==> src/logic/pd_tx_defs.svh <==
// Purpose: named constants for the token framer and event latch
// Assumes: included by bare name from the design files
// Notes: definitions only
`ifndef PD_TX_DEFS_SVH
`define PD_TX_DEFS_SVH

// ****************************************
// register offsets
// ****************************************
`define REG_EVENT 8'h42
`define REG_FIFO 8'h43

// ****************************************
// event bit positions
// ****************************************
`define EV_VBUS 7
`define EV_ACT 6
`define EV_COMP 5
`define EV_CRC 4
`define EV_ALERT 3
`define EV_WAKE 2
`define EV_COLL 1
`define EV_LEVEL 0
`define EV_RESET 8'h00

// ****************************************
// line input bit positions
// ****************************************
`define LI_VBUS 5
`define LI_ACT 4
`define LI_COMP 3
`define LI_WAKE 2
`define LI_LEVEL_HI 1
`define LI_LEVEL_LO 0

// ****************************************
// transmit tokens
// ****************************************
`define TOK_START_MASK 8'hE1
`define TOK_START_VAL 8'hA1
`define TOK_PACK_MASK 8'hE0
`define TOK_PACK_VAL 8'h80
`define TOK_SYNC1 8'h12
`define TOK_SYNC2 8'h13
`define TOK_SYNC3 8'h1B
`define TOK_RST1 8'h15
`define TOK_RST2 8'h16
`define TOK_EOP 8'h14
`define TOK_CRC 8'hFF
`define TOK_OFF 8'hFE

// ****************************************
// line symbols
// ****************************************
`define K_SYNC1 5'h18
`define K_SYNC2 5'h11
`define K_SYNC3 5'h06
`define K_RST1 5'h07
`define K_RST2 5'h19
`define K_EOP 5'h0D
`define SYM_BITS 3'h5

// ****************************************
// crc and timing
// ****************************************
`define CRC_POLY 32'hEDB8_8320
`define CRC_INIT 32'hFFFF_FFFF
`define CRC_LAST_NIB 3'h7
`define CLK_PERIOD_NS 8
`define PD_UI_NS 3333
`define TX_DEPTH_DEF 48

`endif

==> src/logic/pd_tx_pkg.sv <==
// Purpose: shared types of the token framer
// Assumes: constants come from pd_tx_defs.svh
// Notes: types only
package pd_tx_pkg;

	typedef logic [4:0] sym_t;

	typedef enum logic [2:0] {
		S_IDLE = 3'b000,
		S_FETCH = 3'b001,
		S_SEND = 3'b010,
		S_BYTE = 3'b011,
		S_LO = 3'b100,
		S_HI = 3'b101,
		S_CRC = 3'b110
	} tx_state_e;

	typedef struct packed {
		logic vbus;
		logic activity;
		logic comp;
		logic wake;
		logic [1:0] level;
	} line_in_s;

endpackage

==> src/logic/pd_tx_token_framer_irq.sv <==
// Purpose: transmit token interpreter and event latch register
// Assumes: register accesses are one-cycle strobes on SYS_CLK
// Notes: line inputs are asynchronous and pass three flops
`timescale 1ns/1ps
`include "pd_tx_defs.svh"
module pd_tx_token_framer_irq import pd_tx_pkg::*; #(
	parameter int TX_DEPTH = `TX_DEPTH_DEF,
	parameter int BIT_DIV = `PD_UI_NS / `CLK_PERIOD_NS
) (
	// clock and reset
	input wire logic SYS_CLK,
	input wire logic RSTN,
	// register access
	input wire logic REG_WR,
	input wire logic REG_RD,
	input wire logic [7:0] REG_ADDR,
	input wire logic [7:0] REG_WDATA,
	output logic [7:0] REG_RDATA,
	// transmit control
	input wire logic TX_START,
	// analog status
	input wire line_in_s LINE_IN,
	// receive side
	input wire logic RX_CRC_DONE,
	input wire logic RX_FULL,
	input wire logic [7:0] RX_DATA,
	output logic RX_POP,
	// cc line
	output logic CC_TX_DATA,
	output logic CC_TX_EN
);
	localparam int PW = $clog2(TX_DEPTH);
	localparam int CW = $clog2(TX_DEPTH + 1);

	generate
		if (TX_DEPTH < 2) begin : g_chk
			$error("TX_DEPTH must be at least two");
		end
	endgenerate

	// ****************************************
	// line input synchronisers
	// ****************************************
	logic [5:0] s1_q, s2_q, s3_q, st_q;
	logic [5:0] agree, chg;

	assign agree = ~(s2_q ^ s3_q);
	assign chg = agree & (s3_q ^ st_q);

	always_ff @(posedge SYS_CLK) begin
		if (!RSTN) begin
			s1_q <= 6'h00;
			s2_q <= 6'h00;
			s3_q <= 6'h00;
			st_q <= 6'h00;
		end else begin
			s1_q <= LINE_IN;
			s2_q <= s1_q;
			s3_q <= s2_q;
			st_q <= (st_q & ~agree) | (s3_q & agree);
		end
	end

	// ****************************************
	// transmit fifo
	// ****************************************
	logic [7:0] mem [TX_DEPTH];
	logic [PW-1:0] wp_q, rp_q;
	logic [CW-1:0] cnt_q;
	logic full, empty, push, pop, start_tok, fifo_wr;
	logic [7:0] head;

	assign full = cnt_q == CW'(TX_DEPTH);
	assign empty = cnt_q == '0;
	assign head = mem[rp_q];
	assign fifo_wr = REG_WR && REG_ADDR == `REG_FIFO;
	assign start_tok = (REG_WDATA & `TOK_START_MASK) == `TOK_START_VAL;
	assign push = fifo_wr && !start_tok && !full;

	always_ff @(posedge SYS_CLK) begin
		if (push) begin
			mem[wp_q] <= REG_WDATA;
		end
	end

	always_ff @(posedge SYS_CLK) begin
		if (!RSTN) begin
			wp_q <= '0;
			rp_q <= '0;
			cnt_q <= '0;
		end else begin
			if (push) begin
				wp_q <= wp_q == PW'(TX_DEPTH - 1) ? '0 : wp_q + PW'(1);
			end
			if (pop) begin
				rp_q <= rp_q == PW'(TX_DEPTH - 1) ? '0 : rp_q + PW'(1);
			end
			cnt_q <= cnt_q + CW'(push) - CW'(pop);
		end
	end

	// ****************************************
	// token interpreter
	// ****************************************
	tx_state_e state_q;
	sym_t sym_q, sym;
	logic [7:0] byte_q;
	logic [4:0] left_q;
	logic [2:0] nib_q;
	logic [31:0] crc_q, crc_out;
	logic [3:0] crc_nib;
	logic ser_ready, ser_go, ser_bit, start_req, coll, fetch, is_pack;

	assign start_req = TX_START || (fifo_wr && start_tok);
	assign coll = start_req && state_q == S_IDLE && st_q[`LI_ACT];
	assign fetch = state_q == S_FETCH && !empty && ser_ready;
	assign is_pack = (head & `TOK_PACK_MASK) == `TOK_PACK_VAL;
	assign pop = fetch || (state_q == S_BYTE && !empty);
	assign crc_out = ~crc_q;
	assign crc_nib = 4'(crc_out >> {nib_q, 2'b00});

	function automatic sym_t enc4b5b(input logic [3:0] n);
		case (n)
			4'h0: enc4b5b = 5'h1E;
			4'h1: enc4b5b = 5'h09;
			4'h2: enc4b5b = 5'h14;
			4'h3: enc4b5b = 5'h15;
			4'h4: enc4b5b = 5'h0A;
			4'h5: enc4b5b = 5'h0B;
			4'h6: enc4b5b = 5'h0E;
			4'h7: enc4b5b = 5'h0F;
			4'h8: enc4b5b = 5'h12;
			4'h9: enc4b5b = 5'h13;
			4'hA: enc4b5b = 5'h16;
			4'hB: enc4b5b = 5'h17;
			4'hC: enc4b5b = 5'h1A;
			4'hD: enc4b5b = 5'h1B;
			4'hE: enc4b5b = 5'h1C;
			default: enc4b5b = 5'h1D;
		endcase
	endfunction

	function automatic logic [31:0] crc4(input logic [31:0] c,
		input logic [3:0] n);
		logic [31:0] r;
		r = c;
		for (int i = 0; i < 4; i++) begin
			r = (r[0] ^ n[i]) ? (r >> 1) ^ `CRC_POLY : r >> 1;
		end
		crc4 = r;
	endfunction

	always_comb begin
		case (state_q)
			S_LO: sym = enc4b5b(byte_q[3:0]);
			S_HI: sym = enc4b5b(byte_q[7:4]);
			S_CRC: sym = enc4b5b(crc_nib);
			default: sym = sym_q;
		endcase
	end

	assign ser_go = ser_ready && (state_q == S_SEND || state_q == S_LO ||
		state_q == S_HI || state_q == S_CRC);

	always_ff @(posedge SYS_CLK) begin
		if (!RSTN) begin
			state_q <= S_IDLE;
			sym_q <= `K_EOP;
			byte_q <= 8'h00;
			left_q <= 5'h00;
			nib_q <= 3'h0;
			CC_TX_EN <= 1'b0;
		end else begin
			case (state_q)
				S_IDLE: begin
					if (start_req && !coll) begin
						state_q <= S_FETCH;
						CC_TX_EN <= 1'b1;
					end
				end
				S_FETCH: begin
					if (fetch) begin
						state_q <= S_SEND;
						case (head)
							`TOK_SYNC1: sym_q <= `K_SYNC1;
							`TOK_SYNC2: sym_q <= `K_SYNC2;
							`TOK_SYNC3: sym_q <= `K_SYNC3;
							`TOK_RST1: sym_q <= `K_RST1;
							`TOK_RST2: sym_q <= `K_RST2;
							`TOK_EOP: sym_q <= `K_EOP;
							`TOK_CRC: begin
								nib_q <= 3'h0;
								state_q <= S_CRC;
							end
							`TOK_OFF: begin
								CC_TX_EN <= 1'b0;
								state_q <= S_IDLE;
							end
							default: begin
								left_q <= head[4:0];
								if (!is_pack || head[4:0] == 5'h00) begin
									state_q <= S_FETCH;
								end else begin
									state_q <= S_BYTE;
								end
							end
						endcase
					end
				end
				S_SEND: begin
					if (ser_ready) begin
						state_q <= S_FETCH;
					end
				end
				S_BYTE: begin
					if (!empty) begin
						byte_q <= head;
						state_q <= S_LO;
					end
				end
				S_LO: begin
					if (ser_ready) begin
						state_q <= S_HI;
					end
				end
				S_HI: begin
					if (ser_ready) begin
						left_q <= left_q - 5'h01;
						state_q <= left_q == 5'h01 ? S_FETCH : S_BYTE;
					end
				end
				S_CRC: begin
					if (ser_ready) begin
						nib_q <= nib_q + 3'h1;
						if (nib_q == `CRC_LAST_NIB) begin
							state_q <= S_FETCH;
						end
					end
				end
				default: state_q <= S_IDLE;
			endcase
		end
	end

	// crc restarts at each sync symbol, covers payload nibbles
	always_ff @(posedge SYS_CLK) begin
		if (!RSTN) begin
			crc_q <= `CRC_INIT;
		end else if (fetch && (head == `TOK_SYNC1 ||
			head == `TOK_SYNC2 || head == `TOK_SYNC3)) begin
			crc_q <= `CRC_INIT;
		end else if (ser_go && state_q == S_LO) begin
			crc_q <= crc4(crc_q, byte_q[3:0]);
		end else if (ser_go && state_q == S_HI) begin
			crc_q <= crc4(crc_q, byte_q[7:4]);
		end
	end

	pd_symbol_serializer #(
		.BIT_DIV(BIT_DIV)
	) u_ser (
		.clk(SYS_CLK),
		.rstn(RSTN),
		.go(ser_go),
		.sym(sym),
		.ready(ser_ready),
		.bit_out(ser_bit)
	);

	always_ff @(posedge SYS_CLK) begin
		if (!RSTN) begin
			CC_TX_DATA <= 1'b0;
		end else begin
			CC_TX_DATA <= ser_bit;
		end
	end

	// ****************************************
	// event latch and register reads
	// ****************************************
	logic [7:0] ev_q, set_ev;
	logic full_q, rxf_q, ev_rd;

	assign ev_rd = REG_RD && REG_ADDR == `REG_EVENT;

	always_comb begin
		set_ev = `EV_RESET;
		set_ev[`EV_VBUS] = chg[`LI_VBUS];
		set_ev[`EV_ACT] = chg[`LI_ACT];
		set_ev[`EV_COMP] = chg[`LI_COMP];
		set_ev[`EV_CRC] = RX_CRC_DONE;
		set_ev[`EV_ALERT] = (full && !full_q) || (RX_FULL && !rxf_q);
		set_ev[`EV_WAKE] = chg[`LI_WAKE] && s3_q[`LI_WAKE];
		set_ev[`EV_COLL] = coll;
		set_ev[`EV_LEVEL] = chg[`LI_LEVEL_HI] || chg[`LI_LEVEL_LO];
	end

	always_ff @(posedge SYS_CLK) begin
		if (!RSTN) begin
			ev_q <= `EV_RESET;
			full_q <= 1'b0;
			rxf_q <= 1'b0;
		end else begin
			full_q <= full;
			rxf_q <= RX_FULL;
			ev_q <= (ev_rd ? `EV_RESET : ev_q) | set_ev;
		end
	end

	always_ff @(posedge SYS_CLK) begin
		if (!RSTN) begin
			REG_RDATA <= 8'h00;
			RX_POP <= 1'b0;
		end else begin
			RX_POP <= REG_RD && REG_ADDR == `REG_FIFO;
			if (ev_rd) begin
				REG_RDATA <= ev_q;
			end else if (REG_RD && REG_ADDR == `REG_FIFO) begin
				REG_RDATA <= RX_DATA;
			end else if (REG_RD) begin
				REG_RDATA <= 8'h00;
			end
		end
	end
endmodule

==> src/logic/pd_symbol_serializer.sv <==
// Purpose: shifts one 5-bit line symbol out, bit 0 first
// Assumes: go only while ready is high
// Notes: one bit per BIT_DIV clocks
`timescale 1ns/1ps
`include "pd_tx_defs.svh"
module pd_symbol_serializer import pd_tx_pkg::*; #(
	parameter int BIT_DIV = `PD_UI_NS / `CLK_PERIOD_NS
) (
	// clock and reset
	input wire logic clk,
	input wire logic rstn,
	// symbol in
	input wire logic go,
	input wire sym_t sym,
	output logic ready,
	// line bit
	output logic bit_out
);
	localparam int DW = $clog2(BIT_DIV + 1);

	logic [4:0] sh_q;
	logic [2:0] left_q;
	logic [DW-1:0] div_q;

	generate
		if (BIT_DIV < 1) begin : g_chk
			$error("BIT_DIV must be at least one");
		end
	endgenerate

	always_ff @(posedge clk) begin
		if (!rstn) begin
			ready <= 1'b1;
			bit_out <= 1'b0;
			sh_q <= 5'h00;
			left_q <= 3'h0;
			div_q <= '0;
		end else if (ready) begin
			if (go) begin
				bit_out <= sym[0];
				sh_q <= {1'b0, sym[4:1]};
				left_q <= `SYM_BITS - 3'h1;
				div_q <= DW'(BIT_DIV - 1);
				ready <= 1'b0;
			end
		end else if (div_q != '0) begin
			div_q <= div_q - DW'(1);
		end else if (left_q != 3'h0) begin
			bit_out <= sh_q[0];
			sh_q <= {1'b0, sh_q[4:1]};
			left_q <= left_q - 3'h1;
			div_q <= DW'(BIT_DIV - 1);
		end else begin
			ready <= 1'b1;
		end
	end

endmodule

==> config.mk <==
export PLATFORM = sky130hd
export DESIGN_NAME = pd_tx_token_framer_irq
export DESIGN_NICKNAME = d
export VERILOG_FILES = /design/src/logic/pd_tx_pkg.sv /design/src/logic/pd_tx_token_framer_irq.sv /design/src/logic/pd_symbol_serializer.sv
export VERILOG_INCLUDE_DIRS = /design/src /design/src/logic
export SDC_FILE = /design/constraint.sdc
export NUM_CORES = 1
export LEC_CHECK = 0
export BUFFER_PORTS_ARGS = -buffer_cell sky130_fd_sc_hd__clkbuf_2
export CELL_PAD_IN_SITES_DETAIL_PLACEMENT = 0
export CELL_PAD_IN_SITES_GLOBAL_PLACEMENT = 2
export CORE_MARGIN = 1
export CORE_UTILIZATION = 50
export CTS_BUF_LIST = sky130_fd_sc_hd__clkbuf_8
export DETAILED_ROUTE_END_ITERATION = 10
export PLACE_DENSITY_LB_ADDON = 0.1
export SLEW_MARGIN = 25
export SYNTH_ARGS = -nofsm -noshare
export SYNTH_HDL_FRONTEND = slang
export SYNTH_HIERARCHICAL = 1
export SYNTH_SLANG_ARGS = --single-unit
export TNS_END_PERCENT = 10
==> constraint.sdc <==
create_clock -name SYS_CLK -period 10.2 [get_ports SYS_CLK]
set_input_delay 0.51 -clock SYS_CLK [delete_from_list [all_inputs] [get_ports SYS_CLK]]
set_output_delay 0.51 -clock SYS_CLK [all_outputs]
set_load 0.005 [all_outputs]
Word level (Yosys, flattened, before mapping)
Memory sizes are Yosys's and may differ from the RTL's. A register that Yosys moved wholly into a read port is not among the register bits.
Index checks and enable logic that the tools add are counted.
{ "classes": {"n_mux": 70, "addsub": 8, "n_bitwise": 27, "reduce_logical": 60, "shift": 1, "eq_ne": 36} }
{ "ops": {"columns": ["op", "count"], "rows": [
  ["two-way mux 32 bit", 10],
  ["NOT 13 -> 14 bit", 7],
  ["equality test 8 x 5 -> 1 bit (second input constant)", 6],
  ["two-way mux 3 bit", 15],
  ["two-way mux 9 bit", 4],
  ["two-way mux 5 bit", 7],
  ["two-way mux 8 bit", 4],
  ["NOT 32 bit", 1],
  ["right shift 32 x 5 -> 4 bit", 1],
  ["case mux 5 bit (6 select lines)", 1],
  ["two-way mux 6 bit", 4],
  ["case mux 3 bit (7 select lines)", 1],
  ["logical AND 1 bit", 19],
  ["AND 6 bit", 3],
  ["equality test 6 bit (second input constant)", 3],
  ["!= test 2 x 1 -> 1 bit (second input constant)", 9],
  ["equality test 8 x 7 -> 1 bit (second input constant)", 2],
  ["equality test 8 bit (second input constant)", 2],
  ["two-way mux 4 bit", 4],
  ["equality test 3 bit (second input constant)", 5],
  ["case mux 5 bit (3 select lines)", 1],
  ["two-way mux 1 bit", 13],
  ["adder 6 x 1 -> 6 bit (second input constant)", 2],
  ["NOT 6 bit", 2],
  ["37 further kinds", 76]
]} }
{ "word_totals": {"ram_bits": 384, "mem_count": 4, "romBits": 240, "output_inout_bits": 11, "register_bits": 138} }
{ "memory_table": {"columns": ["memory", "words", "width", "read_ports", "rd_clocked_by_memory_dff", "write_ports", "line_no", "text"], "rows": [
  ["mem", 48, 8, 1, 1, 1, "pd_tx_token_framer_irq.sv:67", "logic [7:0] mem [TX_DEPTH];"],
  ["(no name shown)", 16, 5, 1, 1, 0, "pd_tx_token_framer_irq.sv:123", "case (n)"],
  ["(no name shown)", 16, 5, 1, 1, 0, "pd_tx_token_framer_irq.sv:123", null],
  ["(no name shown)", 16, 5, 1, 0, 0, "pd_tx_token_framer_irq.sv:123", null]
]} }

Logic depth before layout (Yosys ltp)
Gate-level depths: netlist (run 1).
{ "logic_depth": {"ltp_word": 10, "ltp_mapped": 16, "ltp_nobuf": 16} }

Modules after synthesis
Netlist (run 1), hierarchy kept.
{ "modules_own_cells": {"columns": ["mod", "n_inst", "seq_area_each_um2", "cells_per_inst", "area_per_inst_um2"], "rows": [
  ["pd_tx_token_framer_irq", 1, 14233.7, 1486, 21843.4],
  ["pd_symbol_serializer", 1, 360.3, 105, 949.7]
]} }

Least setup slack after synthesis (run 1)
No wires, ideal clock.
{ "synth_timing": {"path_type": "register to register", "start": "register (tool-made name)", "end": "register left_q[4] (netlist name)", "required_ns": 10.062, "n_path_buf": 5, "arrival_time_ns": 3.075, "synth_period_minus_slack_ns": 3.212, "path_stages_with_launch": 14, "setup_slack_ns": 6.988, "path_cell_list": "dfxtp_1 > buf_2 > buf_2 > buf_2 > buf_2 > mux4_2 > mux2i_1 > mux2i_1 > a22oi_2 > o21bai_1 > or4b_4 > buf_6 > a211oi_1 > a311oi_2"} }

==> results of run 1 <==
worst max-delay path by stage:
stage | start | end | slack (ns)
2_1_floorplan | register | left_q[4] | 6.99
3_3_place_gp | register | left_q[3] | 5.36
3_5_place_dp | register | left_q[3] | 5.31
4_1_cts | register | left_q[3] | 5.27
5_1_grt | register | left_q[2] | 5.09
6_report | register | left_q[3] | 5.28
cell type report:
type	count	area share [%]
tap	592	2.94
clock buffer	94	5.14
inverter	32	0.478
clock inverter	71	1.86
timing repair buffer	65	1.47
sequential	537	58.0
multi-input combinational	926	30.1
critical path, stage by stage (launching register included):
cell and delay [ns]:
dfxtp_4 0.79, buf_4 0.78, mux4_1 0.67, mux4_2 0.51, mux2i_1 0.16, o21ai_1 0.30
a21boi_0 0.28, o21bai_1 0.19, or4b_4 0.57, and2_4 0.20, o311a_1 0.29
logic make-up (layout without fill, tap and decap cells):
| kind of cell | after synthesis | after routing | synth area share (%) |
|---|---|---|---|
| AOI/OAI and AO/OA | 262 | 262 | 8.11 |
| xor gates and xnor gates | 75 | 75 | 2.88 |
| adders and majority gates | 19 | 19 | 1.08 |
| buffers and inverters | 128 | 262 | 2.87 |
| DFF | 537 | 537 | 64.0 |
| muxes | 184 | 184 | 12.8 |
| and+or+nand+nor | 386 | 386 | 8.22 |
registers in the layout (all words and copies together), names as in the netlist, 3 cells and up, named ones only:
signal,flops
crc_q,32
mem,384
ev_q,8
s3_q,6
byte_q,8
u_ser/left_q,3
u_ser/div_q,9
wp_q,6
state_q,3
nib_q,3
left_q,5
u_ser/sh_q,4
rp_q,6
cnt_q,6
s2_q,6
sym_q,5
REG_RDATA,8
s1_q,6
Yosys cell counts, drive strengths merged, types with 7 or more instances:
master	n
mux2	10
and3	8
o211ai	22
nor3	11
a31oi	8
mux4	82
or2	7
o21ai	46
xor2	24
edfxtp	384
nand2	105
buf	42
a21oi	59
clkbuf	54
nor2b	7
inv	31
dfxtp	153
nand3b	9
a221oi	22
nand3	29
and2	30
nand2b	23
o22ai	19
xnor2	51
mux2i	92
a211oi	10
a22o	18
nor2	125
ha	18
cells in the final DEF (no fill, tap or decap), types with 12 or more instances in the layout:
cell type	synthesis	final
mux2i_1	92	92
xor2_1	24	24
mux4_2	71	71
a22o_1	18	18
inv_1	31	61
o22ai_1	19	19
and2_1	28	28
nand2b_1	23	23
o21ai_0	41	40
buf_4	0	18
nand2_1	105	105
xnor2_1	51	51
clkbuf_2	0	45
nor2_1	125	125
ha_1	18	18
clkbuf_8	0	94
clkinv_2	0	12
nand3_1	28	27
o211ai_1	22	22
a221oi_1	20	20
dfxtp_1	153	151
clkinv_1	1	18
edfxtp_1	384	384
a21oi_1	59	59
where the power goes:
group          switching [mW]  internal [mW]
clock                   0.884          0.974
combinational           0.607          0.521
sequential              0.109           2.40
layer usage:
layer	vias up	track usage, %	wire [um]
met2	314	36.4	24700
met4	2	7.23	1320
li1	6213	-	-
met5	-	1.56	103
met3	100	4.85	2610
met1	6722	30.8	22900
==> impl_metrics.ini, run 1 <==
[cts]
clkTransAtPathRegs_ns = 0.07
cts_setup_buffers = 0
h-tree-depth = 3
hold_buffers = 0
post_cts_resized = 0
numCtsBuffers = 89
cts_tree = yes
insertion_delay_ns = 0.70
cts.sinks = 537
cts_root_buf = clkbuf_8
clockBufferDepth = 3

[timing]
skew_ns = 0.0438
setup_violations = 0
min_period_ns = 4.92
relSlewSlack_pct = 34.4
worst_slack_ns = 5.28
worst_hold_slack_ns = 0.0582
final.period_utilization_pct = 48.2
fin_tns_setup_ns = 0
hold_viol_final = 0
fmax_ghz = 0.203
rsz0062_at_grt = false
tightestPinTransition_ns = 0.984
slew_viol_final = 0

[synth]
synth_cells = 1591
ys_seq_elements = 537
synth_area_per_cell_sq_um = 14.3
synth_warnings = 6
synth_area_leaders = edfxtp_1 51%, dfxtp_1 13%, mux4_2 7.0%
synth.cell_area_sq_um = 22800
synth_top_area_cell = edfxtp_1
synth_top_area_share_pct = 50.6
ys_seq_area_share_pct = 64.0
syn_nets = 1647
synth_flop_cell = edfxtp_1
synth.distinct_cells = 83
synth_edf_count = 384
synthArstFlopShare_pct = 0

[critical_path]
critPathKind = reg -> reg
cp_data_required_time_ns = 10.75
startpoint_type = register
worstPathArrival_ns = 5.47
timing.rr.end = left_q[3]
cp_max_fo = 45
end_kind = register
ff2ff_path_depth = 10
regToRegSetupSlack_ns = 5.28

[grt]
grt_pass1_vias = 13300
grt_max_degree = 59
antenna_found_initial = 0
grt_pass1_wl_um = 79300
track_usage_pct = 22.7
grt-ovfl-total = 0

[floorplan]
coreArea_sq_um = 44600
dieHeight_um = 216
ios = 48
initial_core_util_pct = 51.1
die_w_um = 216
die-area_sq_um = 46400
num_rows = 77

[placement]
dp_slack_ns = 5.31
hpwlAfterDp_um = 32900
placed_area_sq_um = 23400
place_congestion = 0.788
dp_cells = 2152
io_buffers = 47

[power]
vdd_drop_max_mv = 0.172
totalPowerFinal_mw = 5.49
p_leak_nw = 8.63
power_density_nw_per_um2 = 218

[layout]
synthToLayoutAreaGrowth_pct = 10.3
final_cell_area_sq_um = 25200
nets = 1707
multi_input_area_sq_um = 7560
finalNonFillerCells = 2317
fillCellCount = 3626
drive_gt1_share_pct = 16.9
final_core_util_pct = 56.4
ff_latch_area_sq_um = 14600
antenna_cells = 0

[drt]
via_per_inst = 5.76
drt_first_pass_iters = 6
wl_um = 51700
routedWlPerCell_um = 22.3
drcViolationCount = 0
postRouteAntennaNets = 0
drt_iter0_drc = 889
vias = 13400

[status]
status = finished, final reports clean

[hold_path]
min_from = LINE_IN[5]
holdPathStages = 2
hold_end = s1_q[5]
hold_path.class = in -> reg

[flow_run]
drv_cap = 0
Power figures use the tool's default switching activity.
==> run 2, diff against run 1 <==
Settings changed: CORE_UTILIZATION 50 to 48.
Clock period 10.2 ns to 5.13 ns, I/O delays scaled along.
==> impl_metrics.ini, run 2 (synthesis gave the netlist of run 1 again) <==
[status]
status = finished, final reports clean

[layout]
nets = 1742
multi_input_area_sq_um = 7550
final_common_cell = edfxtp_1
largest-register = mem
drive_gt1_share_pct = 17.3
synthToLayoutAreaGrowth_pct = 11.4
antenna_cells = 0
reg_top3 = mem (384), crc_q (32), u_ser/div_q (9)
largest_reg_flops = 384
final_cell_mix = 384 x edfxtp_1, 151 x dfxtp_1, 125 x nor2_1
fillCellCount = 3880
ff_latch_area_sq_um = 14600

[power]
totalPowerFinal_mw = 10.8
vdd_drop_max_mv = 0.266
power_density_nw_per_um2 = 425
p_leak_nw = 8.78

[timing]
relSlewSlack_pct = 34.3
slew_viol_final = 0
min_period_ns = 4.28
final.period_utilization_pct = 83.4
rsz0062_at_grt = false
setup_violations = 0
fmax_ghz = 0.234
hold_viol_final = 0
tightestPinTransition_ns = 0.986
skew_ns = 0.0478
fin_tns_setup_ns = 0

[cts]
numCtsBuffers = 87
cts.sinks = 537
h-tree-depth = 3
cts_root_buf = clkbuf_8
insertion_delay_ns = 0.70
clockBufferDepth = 3
clkTransAtPathRegs_ns = 0.06
cts_setup_buffers = 0
post_cts_resized = 0
cts_tree = yes

[critical_path]
path_cells = buf_4 > mux4_1 > mux4_2 > mux2i_1 > o21ai_1 > a21boi_0 > o21bai_1 > or4b_4 > and2_4 > o311a_1
crit_path_max_incr_delay_ns = 0.80
regToRegSetupSlack_ns = 0.85
worstPathArrival_ns = 4.84
cp_data_required_time_ns = 5.69
startpoint_type = register
cp_max_fo = 25
critPathKind = reg -> reg
slowest_stage = dfxtp_2
timing.rr.end = left_q[3]
end_kind = register
ff2ff_path_depth = 10

[grt]
antenna_found_initial = 0
grt_max_degree = 53
track_usage_pct = 22.8
grt_pass1_wl_um = 80900
grt-ovfl-total = 0
grt_pass1_vias = 13300

[hold_path]
hold_end = REG_RDATA[1]
holdPathStages = 4
hold_path.class = in -> reg
min_from = RX_DATA[1]

[drt]
routedWlPerCell_um = 22.6
postRouteAntennaNets = 0
drcViolationCount = 0
vias = 13400
drt_iter0_drc = 1100
drt_first_pass_iters = 5
via_per_inst = 5.67
wl_um = 53500

[placement]
io_buffers = 47
hpwlAfterDp_um = 35000
place_congestion = 0.818

[floorplan]
die_w_um = 220
dieHeight_um = 220
num_rows = 79
coreArea_sq_um = 46700
die-area_sq_um = 48400
initial_core_util_pct = 48.9
ios = 48

[flow_run]
drv_cap = 0
## run 2: changes by cell type in the layout (fill, tap and decap cells not counted), sizes merged
| cell | previous run | this run |
|---|---|---|
| buf | 20 | 43 |
| dlygate4sd3 | 0 | 15 |
| clkinv | 30 | 26 |
| clkbuf | 139 | 138 |
| inv | 67 | 70 |
| clkinvlp | 2 | 3 |
| bufinv | 4 | 1 |
## run 2: report_power, final
| part | internal [mW] | leakage, nW | switching (mW) |
|---|---|---|---|
| Sequential | 4.76 | 4.69 | 0.142 |
| Combinational | 1.08 | 3.11 | 1.35 |
| Clock | 1.76 | 0.972 | 1.71 |
| Total | 7.60 | 8.78 | 3.19 |
## run 2: final cells by class
cell class / count / area share, %
flip-flops and latches: 537 / 57.5
multi-input cells: 926 / 29.7
clock buffers: 94 / 5.09
well taps: 607 / 2.99
repair buffers: 102 / 2.85
clock inverters: 68 / 1.39
inverters: 32 / 0.473
## run 2: repair_timing
action                                  CTS  global route
hold buffers                             15             0
endpoints found under the setup margin    0             0
endpoints found under the hold margin    17             0
## run 2: worst max-delay path by stage
stage	end	slack, ns
after floorplan	left_q[4]	1.92
after global placement	left_q[2]	0.92
after detailed placement	left_q[3]	0.84
after CTS	left_q[3]	0.82
after global routing	left_q[3]	0.68
final	left_q[3]	0.85
## run 2: layer usage
layer	vias up	share of wire (%)	GRT usage (%)
met5	-	0	0
met4	0	2.7	7.56
met3	107	5.8	5.08
met2	356	48	36.7
met1	6654	44	30.5
li1	6287	-	-
## run 2: metrics by stage
stage	cell area, sq um	worst slack, ns	hold WS, ns	utilization, %	cells
3_3_place_gp	23600	0.915	0.414	50.6	2189
3_5_place_dp	23600	0.841	0.419	50.6	2189
5_1_grt	25400	0.683	0.0423	54.4	2366
2_1_floorplan	22800	1.92	0.355	-	1591
4_1_cts	25400	0.820	0.00101	54.4	2366
6_report	25400	0.853	0.0495	54.4	2366
## run 2: worst max-delay path, delay by kind of cell (launching register included)
kind	cells	cell delay, ns
mux	3	1.15
compound gates	4	1.01
buf+inv	1	0.42
simple gates	2	0.77
flops	1	0.80
